===== src/pkg/flash_access_map.vh =====
// Purpose: constants for the flash access control block
// Assumes: word index = printed offset, byte address = 4 * index
// Notes:   definitions only
`ifndef FLASH_ACCESS_MAP_VH
`define FLASH_ACCESS_MAP_VH

// register word indices (haddr[15:2])
`define IDX_CTRL_ONE     14'h0fd0
`define IDX_KEY_MON      14'h0fd1
`define IDX_STANDBY      14'h0fd2
`define IDX_PORT_GATE    14'h0fd3
`define IDX_SYS_CTRL3    14'h0fd4
`define IDX_SYS_KEY      14'h0fd5

// control_one fields
`define PROT_HI          7
`define PROT_LO          5
`define ROM_SHOW_BIT     4
`define AREA_HI          3
`define AREA_LO          2
`define CTRL_ONE_RST     8'h40

// field values and keys
`define PROT_ENABLE      3'h5
`define PROT_DISABLE     3'h2
`define AREA_STD         2'h0
`define AREA_MIRROR      2'h2
`define FLASH_KEY        8'hd5
`define SYS_KEY          8'hd4

// system_control_three fields
`define RAM_REMAP_BIT    0
`define VECTOR_LOC_BIT   1

// port_input_gate fields
`define GEN_IN_BIT       0
`define SCLK_IN_BIT      1

// memory map
`define FLASH_BASE_HI    2'h3
`define ROM_BASE         16'h1000
`define ROM_DATA_END     16'h17ff
`define ROM_CODE_END_SER 16'h1fff

// decoded targets
`define TGT_NONE         2'h0
`define TGT_FLASH        2'h1
`define TGT_ROM          2'h2
`define TGT_RAM          2'h3

// ahb-lite transfer type
`define HTRANS_NONSEQ    2'h2

`endif


===== src/rtl/flash_access_control.v =====
// Purpose: flash standby, write protect, area mapping and port gating
// Assumes: core strobes are synchronous to i_core_clk; AHB-Lite slave
// Notes:   zero-wait bus; all outputs registered
//          i_clk_en low freezes every register, bus side included
`timescale 1ns/1ps
`include "flash_access_map.vh"

module flash_access_control (
    input  wire        i_core_clk,
    input  wire        i_rstn,
    input  wire        i_clk_en,
    // ahb-lite slave
    input  wire        hsel,
    input  wire [15:0] haddr,
    input  wire [1:0]  htrans,
    input  wire        hwrite,
    input  wire [2:0]  hsize,
    input  wire [31:0] hwdata,
    input  wire        hready,
    output reg         hreadyout,
    output reg         hresp,
    output reg  [31:0] hrdata,
    // core side
    input  wire        i_serial_mode,
    input  wire        i_exec_in_ram,
    input  wire        i_flash_access,
    input  wire        i_irq_taken,
    input  wire        i_flash_cmd_wr,
    input  wire        i_flash_toggle_rd,
    input  wire [15:0] i_code_addr,
    input  wire [15:0] i_data_addr,
    output reg         o_standby_reset,
    output reg         o_flash_standby,
    output reg         o_flash_cmd_wr,
    output reg         o_flash_toggle_rd,
    output reg  [1:0]  o_code_target,
    output reg  [1:0]  o_data_target,
    output reg  [13:0] o_flash_offset,
    output reg         o_sclk_in_en,
    output reg         o_port_in_en
);

    // bus address phase capture
    reg        wr_pend_r;
    reg [13:0] wr_idx_r;
    reg        wr_ram_r;

    // software-visible state
    reg [7:0]  ctrl_one_r;
    reg [2:0]  prot_act_r;
    reg        rom_act_r;
    reg [1:0]  area_act_r;
    reg [1:0]  sys3_r;
    reg        remap_act_r;
    reg        vec_ram_act_r;
    reg        standby_r;
    reg [1:0]  gate_r;

    // next values
    reg [7:0]  rd_nxt;
    reg        standby_nxt;
    reg [1:0]  code_tgt_nxt;
    reg [1:0]  data_tgt_nxt;

    wire       addr_ok;
    wire       wr_now;
    // data-phase write strobes, one per register or key
    wire       ctrl_wr;
    wire       flash_commit;
    wire       sys3_wr;
    wire       sys_commit;
    wire       gate_wr;
    wire       sby_wr;
    wire       cmd_en;
    wire       rom_shown;
    wire       ram_in_code;
    wire [7:0] wbyte;
    wire [7:0] monitor;

    // decode helper: address falls in the top flash quarter
    function in_flash;
        input [15:0] a;
        begin
            in_flash = (a[15:14] == `FLASH_BASE_HI);
        end
    endfunction

    // decode helper: address inside a loader rom window
    function in_rom;
        input [15:0] a;
        input [15:0] hi;
        begin
            in_rom = (a >= `ROM_BASE) && (a <= hi);
        end
    endfunction

    // decode helper: pending data-phase write aimed at one register
    function reg_hit;
        input        pend;
        input [13:0] idx;
        input [13:0] want;
        begin
            reg_hit = pend && (idx == want);
        end
    endfunction

    // decode helper: key write; any other byte is ignored, so a stray
    // store to the key address cannot commit half-written settings
    function key_hit;
        input       hit;
        input [7:0] d;
        input [7:0] key;
        begin
            key_hit = hit && (d == key);
        end
    endfunction

    assign addr_ok = hsel && hready && (htrans == `HTRANS_NONSEQ);
    assign wr_now  = wr_pend_r;
    assign wbyte   = hwdata[7:0];

    // write strobes; the commit keys only count at their own address
    assign ctrl_wr      = reg_hit(wr_now, wr_idx_r, `IDX_CTRL_ONE);
    assign sys3_wr      = reg_hit(wr_now, wr_idx_r, `IDX_SYS_CTRL3);
    assign gate_wr      = reg_hit(wr_now, wr_idx_r, `IDX_PORT_GATE);
    assign sby_wr       = reg_hit(wr_now, wr_idx_r, `IDX_STANDBY);
    assign flash_commit = key_hit(reg_hit(wr_now, wr_idx_r, `IDX_KEY_MON),
                                  wbyte, `FLASH_KEY);
    assign sys_commit   = key_hit(reg_hit(wr_now, wr_idx_r, `IDX_SYS_KEY),
                                  wbyte, `SYS_KEY);

    // only the committed copy gates the flash
    // a staged but uncommitted value never opens the flash by itself
    assign cmd_en      = (prot_act_r == `PROT_ENABLE);
    assign rom_shown   = rom_act_r | i_serial_mode;
    assign ram_in_code = remap_act_r | i_serial_mode;

    // monitor view of the shadow; top two bits read 0
    // bits 1:0 carry no setting in this block and read 0 as well
    assign monitor = {2'b00, cmd_en, rom_shown, area_act_r,
                      2'b00};

    // address phase: register write intent and instruction source
    // the source is sampled with the address, as the store issues
    always @(posedge i_core_clk or negedge i_rstn) begin
        if (!i_rstn) begin
            wr_pend_r <= 1'b0;
            wr_idx_r  <= 14'h0000;
            wr_ram_r  <= 1'b0;
        end else if (i_clk_en) begin
            if (hready) begin
                wr_pend_r <= addr_ok && hwrite;
                wr_idx_r  <= haddr[15:2];
                wr_ram_r  <= i_exec_in_ram;
            end
        end
    end

    // read mux, captured in the address phase for zero-wait data;
    // a read straight after a write to the same register sees the
    // old value, as the write only lands at the end of its data phase
    always @* begin
        rd_nxt = 8'h00;
        case (haddr[15:2])
            `IDX_CTRL_ONE: begin
                rd_nxt = ctrl_one_r;
                if (i_serial_mode)
                    rd_nxt[`ROM_SHOW_BIT] = 1'b1;
            end
            `IDX_KEY_MON:   rd_nxt = monitor;
            `IDX_STANDBY:   rd_nxt = 8'h00;
            `IDX_PORT_GATE: rd_nxt = i_serial_mode ?
                                     {6'h00, gate_r} : 8'h00;
            `IDX_SYS_CTRL3: rd_nxt = {6'h00, sys3_r};
            default:        rd_nxt = 8'h00;
        endcase
    end

    // bus answer: always ready, always okay, unmapped reads give zero;
    // hreadyout stays high while i_clk_en is low, so the master must
    // not start a transfer then: it would be dropped without notice
    always @(posedge i_core_clk or negedge i_rstn) begin
        if (!i_rstn) begin
            hreadyout <= 1'b1;
            hresp     <= 1'b0;
            hrdata    <= 32'h0000_0000;
        end else if (i_clk_en) begin
            hreadyout <= 1'b1;
            hresp     <= 1'b0;
            if (addr_ok && !hwrite)
                hrdata <= {24'h00_0000, rd_nxt};
        end
    end

    // control_one staging register and its committed shadow
    always @(posedge i_core_clk or negedge i_rstn) begin
        if (!i_rstn) begin
            ctrl_one_r <= `CTRL_ONE_RST;
            prot_act_r <= `PROT_DISABLE;
            rom_act_r  <= 1'b0;
            area_act_r <= `AREA_STD;
        end else if (i_clk_en) begin
            // serial mode pins the show bit: a write leaves it alone
            if (ctrl_wr && i_serial_mode)
                ctrl_one_r <= {wbyte[`PROT_HI:`PROT_LO],
                               ctrl_one_r[`ROM_SHOW_BIT],
                               wbyte[`AREA_HI:0]};
            else if (ctrl_wr)
                ctrl_one_r <= wbyte;
            // commit copies staging into the shadow in one step
            if (flash_commit) begin
                prot_act_r <= ctrl_one_r[`PROT_HI:`PROT_LO];
                rom_act_r  <= ctrl_one_r[`ROM_SHOW_BIT];
                area_act_r <= ctrl_one_r[`AREA_HI:`AREA_LO];
            end
        end
    end

    // system control three and its key-committed copy
    always @(posedge i_core_clk or negedge i_rstn) begin
        if (!i_rstn) begin
            sys3_r        <= 2'b00;
            remap_act_r   <= 1'b0;
            vec_ram_act_r <= 1'b0;
        end else if (i_clk_en) begin
            if (sys3_wr)
                sys3_r <= wbyte[1:0];
            // the key makes both bits live in the same cycle
            if (sys_commit) begin
                remap_act_r   <= sys3_r[`RAM_REMAP_BIT];
                vec_ram_act_r <= sys3_r[`VECTOR_LOC_BIT];
            end
        end
    end

    // port input gate: writable only in serial programming mode; the
    // bits keep their value across a mode change, only the use differs
    always @(posedge i_core_clk or negedge i_rstn) begin
        if (!i_rstn) begin
            gate_r <= 2'b00;
        end else if (i_clk_en && gate_wr && i_serial_mode) begin
            gate_r <= wbyte[1:0];
        end
    end

    // standby bit: interrupt clear, then a RAM-sourced write
    always @* begin
        standby_nxt = standby_r;
        // vectors in flash: clear before the vector fetch hits flash
        if (i_irq_taken && !vec_ram_act_r)
            standby_nxt = 1'b0;
        // vectors in RAM: the bit is left alone, so a vector kept in
        // flash would then trip the standby reset
        else if (i_irq_taken)
            standby_nxt = standby_r;
        // a store from RAM wins over a same-cycle interrupt clear;
        // a store from flash code is dropped
        if (sby_wr && wr_ram_r)
            standby_nxt = wbyte[0];
    end

    // standby bit register
    always @(posedge i_core_clk or negedge i_rstn) begin
        if (!i_rstn) begin
            standby_r <= 1'b0;
        end else if (i_clk_en) begin
            standby_r <= standby_nxt;
        end
    end

    // standby reset: any fetch, read or write to flash while asleep
    // the reset follows i_flash_access one cycle late, for as long as it lasts; the system reset logic holds it
    always @(posedge i_core_clk or negedge i_rstn) begin
        if (!i_rstn) begin
            o_standby_reset <= 1'b0;
            o_flash_standby <= 1'b0;
        end else if (i_clk_en) begin
            o_standby_reset <= standby_r && i_flash_access;
            o_flash_standby <= standby_r;
        end
    end

    // command and toggle gating; a sequence already inside the flash
    // is not touched, only new strobes are dropped; software must let
    // a running sequence finish before it commits the disable value
    always @(posedge i_core_clk or negedge i_rstn) begin
        if (!i_rstn) begin
            o_flash_cmd_wr    <= 1'b0;
            o_flash_toggle_rd <= 1'b0;
        end else if (i_clk_en) begin
            o_flash_cmd_wr    <= i_flash_cmd_wr && cmd_en;
            o_flash_toggle_rd <= i_flash_toggle_rd && cmd_en;
        end
    end

    // code-space decode: rom overlay, then RAM remap, then flash
    // the serial loader window reaches further in code than in data
    always @* begin
        code_tgt_nxt = `TGT_NONE;
        if (i_serial_mode && in_rom(i_code_addr, `ROM_CODE_END_SER))
            code_tgt_nxt = `TGT_ROM;
        else if (rom_shown && in_rom(i_code_addr, `ROM_DATA_END))
            code_tgt_nxt = `TGT_ROM;
        else if (ram_in_code && i_code_addr[15:12] == 4'h0)
            code_tgt_nxt = `TGT_RAM;
        else if (in_flash(i_code_addr))
            code_tgt_nxt = `TGT_FLASH;
    end

    // data-space decode; transfers see flash only via this window
    // RAM remap is left out here: it only moves instruction fetches
    always @* begin
        data_tgt_nxt = `TGT_NONE;
        if (rom_shown && in_rom(i_data_addr, `ROM_DATA_END))
            data_tgt_nxt = `TGT_ROM;
        else if (in_flash(i_data_addr))
            data_tgt_nxt = `TGT_FLASH;
    end

    // targets and the shared physical offset; the mirror setting only
    // shows in the monitor area bits and moves neither window nor cell;
    // the offset follows the data address every cycle, so it means
    // something only while the data target is flash
    always @(posedge i_core_clk or negedge i_rstn) begin
        if (!i_rstn) begin
            o_code_target  <= `TGT_NONE;
            o_data_target  <= `TGT_NONE;
            o_flash_offset <= 14'h0000;
        end else if (i_clk_en) begin
            o_code_target  <= code_tgt_nxt;
            o_data_target  <= data_tgt_nxt;
            o_flash_offset <= i_data_addr[13:0];
        end
    end

    // port input enables: forced on outside serial programming mode
    // both read low during reset and settle one clock after release
    always @(posedge i_core_clk or negedge i_rstn) begin
        if (!i_rstn) begin
            o_sclk_in_en <= 1'b0;
            o_port_in_en <= 1'b0;
        end else if (i_clk_en) begin
            o_sclk_in_en <= !i_serial_mode ||
                            gate_r[`SCLK_IN_BIT];
            o_port_in_en <= !i_serial_mode ||
                            gate_r[`GEN_IN_BIT];
        end
    end

endmodule // flash_access_control


===== config.mk =====
export PLATFORM = sky130hd
export DESIGN_NAME = flash_access_control
export DESIGN_NICKNAME = d
export VERILOG_FILES = /design/src/rtl/flash_access_control.v
export VERILOG_INCLUDE_DIRS = /design/src /design/src/pkg
export SDC_FILE = /design/constraint.sdc
export NUM_CORES = 1
export LEC_CHECK = 0
export ABC_AREA = 1
export ABC_CLOCK_PERIOD_IN_PS = 3100
export BUFFER_PORTS_ARGS = -buffer_cell sky130_fd_sc_hd__clkbuf_2
export CAP_MARGIN = 20
export CORE_UTILIZATION = 51
export DETAILED_ROUTE_END_ITERATION = 16
export HOLD_SLACK_MARGIN = 0.08
export PLACE_DENSITY = 0.86
export SETUP_SLACK_MARGIN = 0.15
export SYNTH_ARGS = -nofsm -noshare
export SYNTH_HDL_FRONTEND = slang
export SYNTH_SLANG_ARGS = --single-unit
export TNS_END_PERCENT = 10

===== constraint.sdc =====
create_clock -name i_core_clk -period 3.1 [get_ports i_core_clk]
set_input_delay 0.62 -clock i_core_clk [delete_from_list [all_inputs] [get_ports i_core_clk]]
set_output_delay 0.62 -clock i_core_clk [all_outputs]
set_load 0.02 [all_outputs]

Word level (Yosys, flattened, before mapping)

Index checks and enable logic that the tools add are counted.

Register bits: 69
Bits of input ports: 97
Logic and storage cells: 103

Order comparisons: 5
Equality and inequality tests: 16
Mux-type cells: 13
Bitwise logic cells: 3
Reductions and logical operators: 43

Operator list:

| kind                                                                                   | count |
|---|---|
| 14-bit by 12-bit == test with 1-bit output (second input constant)                     | 10 |
| 16-bit by 13-bit <= comparator with 1-bit output (second input constant)               | 3 |
| 16-bit by 13-bit greater-or-equal comparator with 1-bit output (second input constant) | 2 |
| 8-bit one-hot mux with 4 select lines                                                  | 1 |
| 1-bit logical AND                                                                      | 27 |
| 8-bit == test (second input constant)                                                  | 2 |
| 8-bit two-way mux                                                                      | 2 |
| 2-bit AND reduction                                                                    | 7 |
| 2-bit two-way mux                                                                      | 5 |
| 2-bit == test (second input constant)                                                  | 3 |
| 1-bit two-way mux                                                                      | 5 |
| 4-bit zero test                                                                        | 1 |
| 2-bit nonzero test                                                                     | 2 |
| 3-bit == test (second input constant)                                                  | 1 |
| 1-bit zero test                                                                        | 3 |
| 3-bit AND reduction                                                                    | 1 |
| 1-bit logical OR                                                                       | 2 |
| 1-bit OR                                                                               | 2 |
| 1-bit NOT                                                                              | 1 |

Depth between registers and ports, before layout

Depth after elaboration: 5
Mapped depth: 10
Mapped depth without buffers: 9

Worst setup path after synthesis

Ideal clock, no wire load.

Path kind: in2reg
Start: input port i_clk_en
End: register area_act_r[1]
Setup time: 0.118 ns
Arrival time: 1.341 ns
Data required time: 2.982 ns
Slack: 1.642 ns
Cell stages on the path: 7
Buffers on the path: 2
Cells stage by stage: buf_4 nand3_2 nor3_4 nand2_2 buf_6 nand2_2 o21ai_2

Longest elaborated chain between the ends: 1

RTL lines:

| item                                 | RTL line                   | RTL |
|---|---|---|
| from (decl)                          | flash_access_control.v:11  | `input wire i_clk_en,` |
| 2-bit AND reduction (no source line) | --                         |  |
| to (signal assigned)                 | flash_access_control.v:201 | `` area_act_r <= `AREA_STD; `` |
| to (signal assigned)                 | flash_access_control.v:214 | `` area_act_r <= ctrl_one_r[`AREA_HI:`AREA_LO]; `` |
| to (decl)                            | flash_access_control.v:52  | `reg [1:0] area_act_r;` |

No other way between the ends.
A chain may end at the register's enable or synchronous reset.

Worst setup path in the final report

Start: input port i_clk_en
End: register ctrl_one_r[4]

Longest elaborated chain between the ends: 1

RTL lines:

| item                                 | RTL line                   | RTL |
|---|---|---|
| 3-bit AND reduction (no source line) | --                         |  |
| to (signal assigned)                 | flash_access_control.v:198 | `` ctrl_one_r <= `CTRL_ONE_RST; `` |
| to (signal assigned)                 | flash_access_control.v:205 | `` ctrl_one_r <= {wbyte[`PROT_HI:`PROT_LO], `` |
| to (signal assigned)                 | flash_access_control.v:209 | `ctrl_one_r <= wbyte;` |
| to (decl)                            | flash_access_control.v:49  | `reg [7:0] ctrl_one_r;` |

No other way between the ends.

==> impl_metrics.env <==
export IMPL_cts_repair_resized=0
export IMPL_synth_top_area_cell="dfrtp_1"
export IMPL_setup_violations=0
export IMPL_instances_no_fill=599
export IMPL_switching_share_pct=26.9
export IMPL_drv_cap=0
export IMPL_yosys_area_top_type_share_pct=49.4
export IMPL_fin_crit_sh_pct=56.8
export IMPL_ys_warnings_count=0
export IMPL_gp_congestion=0.839
export IMPL_cts_buffer_depth=2
export IMPL_first_iter_violations=154
export IMPL_crit_end="ctrl_one_r[4]$_DFFE_PN0P_"
export IMPL_netlist_instances=426
export IMPL_path_class="in2reg"
export IMPL_cts_root_buf="clkbuf_8"
export IMPL_synth_xor_area_share_pct=0
export IMPL_row_count=29
export IMPL_worst_r2r_path_depth=6
export IMPL_endpoint_kind="flip-flop"
export IMPL_setup_ws_ns=1.34
export IMPL_cts_sinks=69
export IMPL_p_clk_share_pct=34.3
export IMPL_startpoint="i_clk_en"
export IMPL_clkLatencyLatePin_ns=0.33
export IMPL_postCtsHoldBufs=0
export IMPL_stdcell_area_mm2=0.00398
export IMPL_grt_pass1_vias=2765
export IMPL_htree_num_levels=3
export IMPL_regArea_mm2=0.00173
export IMPL_die_y_um=83.6
export IMPL_p_leak_nw=2.28
export IMPL_die_w_um=83.6
export IMPL_synthAdderAreaFrac_pct=0
export IMPL_hpwl_um=5360
export IMPL_diodes=0
export IMPL_yosysUniqueCellTypes=26
export IMPL_layout_drive_gt1_share_pct=25.5
export IMPL_drv_slew=0
export IMPL_synthMuxAreaShare_pct=0
export IMPL_dp_cells=583
export IMPL_grt_first_pass_wirelength_um=11900
export IMPL_fp_dieArea_mm2=0.00699
export IMPL_critical_path_required_ns=3.33
export IMPL_fin_tns_setup_ns=0
export IMPL_crit_arrival_ns=1.99
export IMPL_antenna_found_initial=0
export IMPL_finalCriticalPeriod_ns=1.76
export IMPL_synth_compound_area_share_pct=5.49
export IMPL_ys_ff_latch=69
export IMPL_hold_ws_ns=0.337
export IMPL_dp_slack_ns=0.991
export IMPL_clkTransAtPathRegs_ns=0.07
export IMPL_regToRegSetupSlack_ns=1.65
export IMPL_syn2layout_area_growth_pct=17.1
export IMPL_cts_tree="done"
export IMPL_num_vias=2895
export IMPL_cts_setup_buffers=0
export IMPL_drc=0
export IMPL_p_switching_w=0.000500
export IMPL_r2r_end="area_act_r[0]$_DFFE_PN0P_"
export IMPL_synth_avg_cell_area_um2=7.97
export IMPL_r2r_start="wr_idx_r[3]$_DFFE_PN0P_"
export IMPL_internal_power_w=0.00136
export IMPL_detail_route_antenna_nets=0
export IMPL_drt_wl_total_um=7010
export IMPL_grt_util_all_layers_pct=21.2
export IMPL_synth_area_leaders="dfrtp_1 (49%), nand2_1 (18%), buf_4 (6.2%), nand3_1 (4.3%), inv_1 (4.1%)"
export IMPL_irDropWorstVdd_v=0.000314
export IMPL_numCtsBuffers=9
export IMPL_slew_headroom_pct=47.8
export IMPL_power_density_mw_per_mm2=467
export IMPL_firstDrtPassIters=4
export IMPL_start_kind="input pin"
export IMPL_cp_max_fo=30
export IMPL_initial_utilization_pct=53.2
export IMPL_tightest_slew_ns=0.780
export IMPL_fmax_mhz=568
export IMPL_grt_max_degree=33
export IMPL_port_buffer_count=88
export IMPL_vias_per_cell=4.83
export IMPL_synth_simple_area_share_pct=31.6
export IMPL_ys_seq_area_share_pct=50.9
export IMPL_multiInputGateArea_mm2=0.00136
export IMPL_p_seq_share_pct=52.5
export IMPL_nets=614
export IMPL_wl_per_cell_um=11.7
export IMPL_p_comb_share_pct=13.3
export IMPL_pin_count=155
export IMPL_clock_skew_ns=0.00831
export IMPL_hold_path_class="in2async"
export IMPL_overflow=0
export IMPL_rsz0062_at_grt="false"
export IMPL_fill_cells=558
export IMPL_hold_viol=0
export IMPL_status="finished, final reports clean"
export IMPL_synth_top_family_by_area="simple AND/OR/NAND/NOR gates"
export IMPL_core_area_mm2=0.00639
export IMPL_post_dp_cell_area_mm2=0.00380
export IMPL_synth_area_mm2=0.00340
worst min path at each step:
| stage | startpoint | to | slack (ns) | cells past startpoint |
|---|---|---|---|---|
| after floorplan | i_rstn | area_act_r[0]$_DFFE_PN0P_ | 0.32 | 0 |
| after global placement | rom_act_r$_DFFE_PN0P_ | rom_act_r$_DFFE_PN0P_ | 0.45 | 2 |
| after detailed placement | o_flash_offset[8]$_DFFE_PN0P_ | o_flash_offset[8]$_DFFE_PN0P_ | 0.46 | 2 |
| after CTS | i_rstn | standby_r$_DFFE_PN0P_ | 0.35 | 1 |
| after global routing | i_rstn | sys3_r[1]$_DFFE_PN0P_ | 0.38 | 1 |
| final | i_rstn | o_sclk_in_en$_DFFE_PN0P_ | 0.34 | 1 |
state kept, by name, summed over array words and instances (netlist names), 3 cells and up:
signal / flops
wr_idx_r: 14
hrdata: 8
ctrl_one_r: 8
o_flash_offset: 14
prot_act_r: 3
layer usage:
layer / vias to the layer above / GRT usage, % / wire [um]
met5: - / 0 / 0
met4: 0 / 8.47 / 135
met3: 11 / 3.96 / 429
met2: 108 / 36.2 / 3300
met1: 1323 / 26.7 / 3140
li1: 1453 / - / -
area by class of cell:
| class | count | share of cell area [%] |
|---|---|---|
| Sequential cell | 69 | 43.5 |
| Multi-Input combinational cell | 305 | 34.1 |
| Timing Repair Buffer | 92 | 11.8 |
| Clock buffer | 14 | 4.09 |
| Inverter | 40 | 3.78 |
| Tap cell | 77 | 2.42 |
| Clock inverter | 2 | 0.252 |
cell families after synthesis:
group / after synthesis
buffers and inverters: 76
DFF: 69
other: 2
AOI/OAI and AO/OA: 33
and+or+nand+nor: 246
cell usage in the layout, fill, tap and decap left out:
cell type,n
nor2_2,3
nor2_1,22
nor3_1,3
inv_1,37
conb_1,26
o21ai_0,27
nand3b_1,3
buf_2,1
nor2_4,2
dfrtp_1,67
inv_2,2
nand3_1,29
nand3_2,2
clkbuf_2,87
dfstp_2,2
nand4_1,4
clkbuf_8,11
nor2_8,1
o21ai_2,5
clkinv_2,2
buf_4,4
nand2_1,166
clkbuf_1,3
o21bai_1,1
nor3_4,1
or2_2,3
nand2_2,7
clkinv_1,1
power by group through the flow:
stage / registers, W / clock network (W) / logic, W
after global routing: 0.000980 / 0.000706 / 0.000277
after CTS: 0.000974 / 0.000657 / 0.000250
after detailed placement: 0.000991 / 0 / 0.000249
after floorplan: 0.00102 / 0 / 0.000145
final: 0.000975 / 0.000637 / 0.000247
after global placement: 0.000988 / 0 / 0.000243
stage by stage:
stage / power (W) / util [%]
floorplan: 0.00116 / -
global placement: 0.00123 / 59.6
detailed placement: 0.00124 / 59.6
CTS: 0.00188 / 62.3
global route: 0.00196 / 62.3
finish: 0.00186 / 62.3
critical path, stage by stage:
cell and delay [ns]:
clkbuf_2 0.45, nand2_1 0.14, clkinv_1 0.08, nand2_1 0.06, nor2_2 0.15, nand2_1 0.10, nor2_4 0.17, nand3_1 0.09
nand2_1 0.08, inv_1 0.04
synthesized netlist by cell type:
| cell | n |
|---|---|
| dfstp_2 | 2 |
| or2_2 | 3 |
| nand3_1 | 29 |
| clkbuf_1 | 5 |
| dfrtp_1 | 67 |
| inv_2 | 2 |
| nand2_1 | 166 |
| nand3b_1 | 3 |
| nor3_4 | 1 |
| nor2_4 | 2 |
| nor2_2 | 3 |
| nor2_1 | 22 |
| nor2_8 | 1 |
| conb_1 | 2 |
| buf_6 | 1 |
| clkinv_1 | 1 |
| o21ai_2 | 5 |
| buf_2 | 2 |
| nor3_1 | 3 |
| nand2_2 | 7 |
| nand3_2 | 2 |
| o21ai_0 | 27 |
| inv_1 | 37 |
| nand4_1 | 4 |
| o21bai_1 | 1 |
| buf_4 | 28 |
Note: power is estimated with default switching activity, not from simulation.
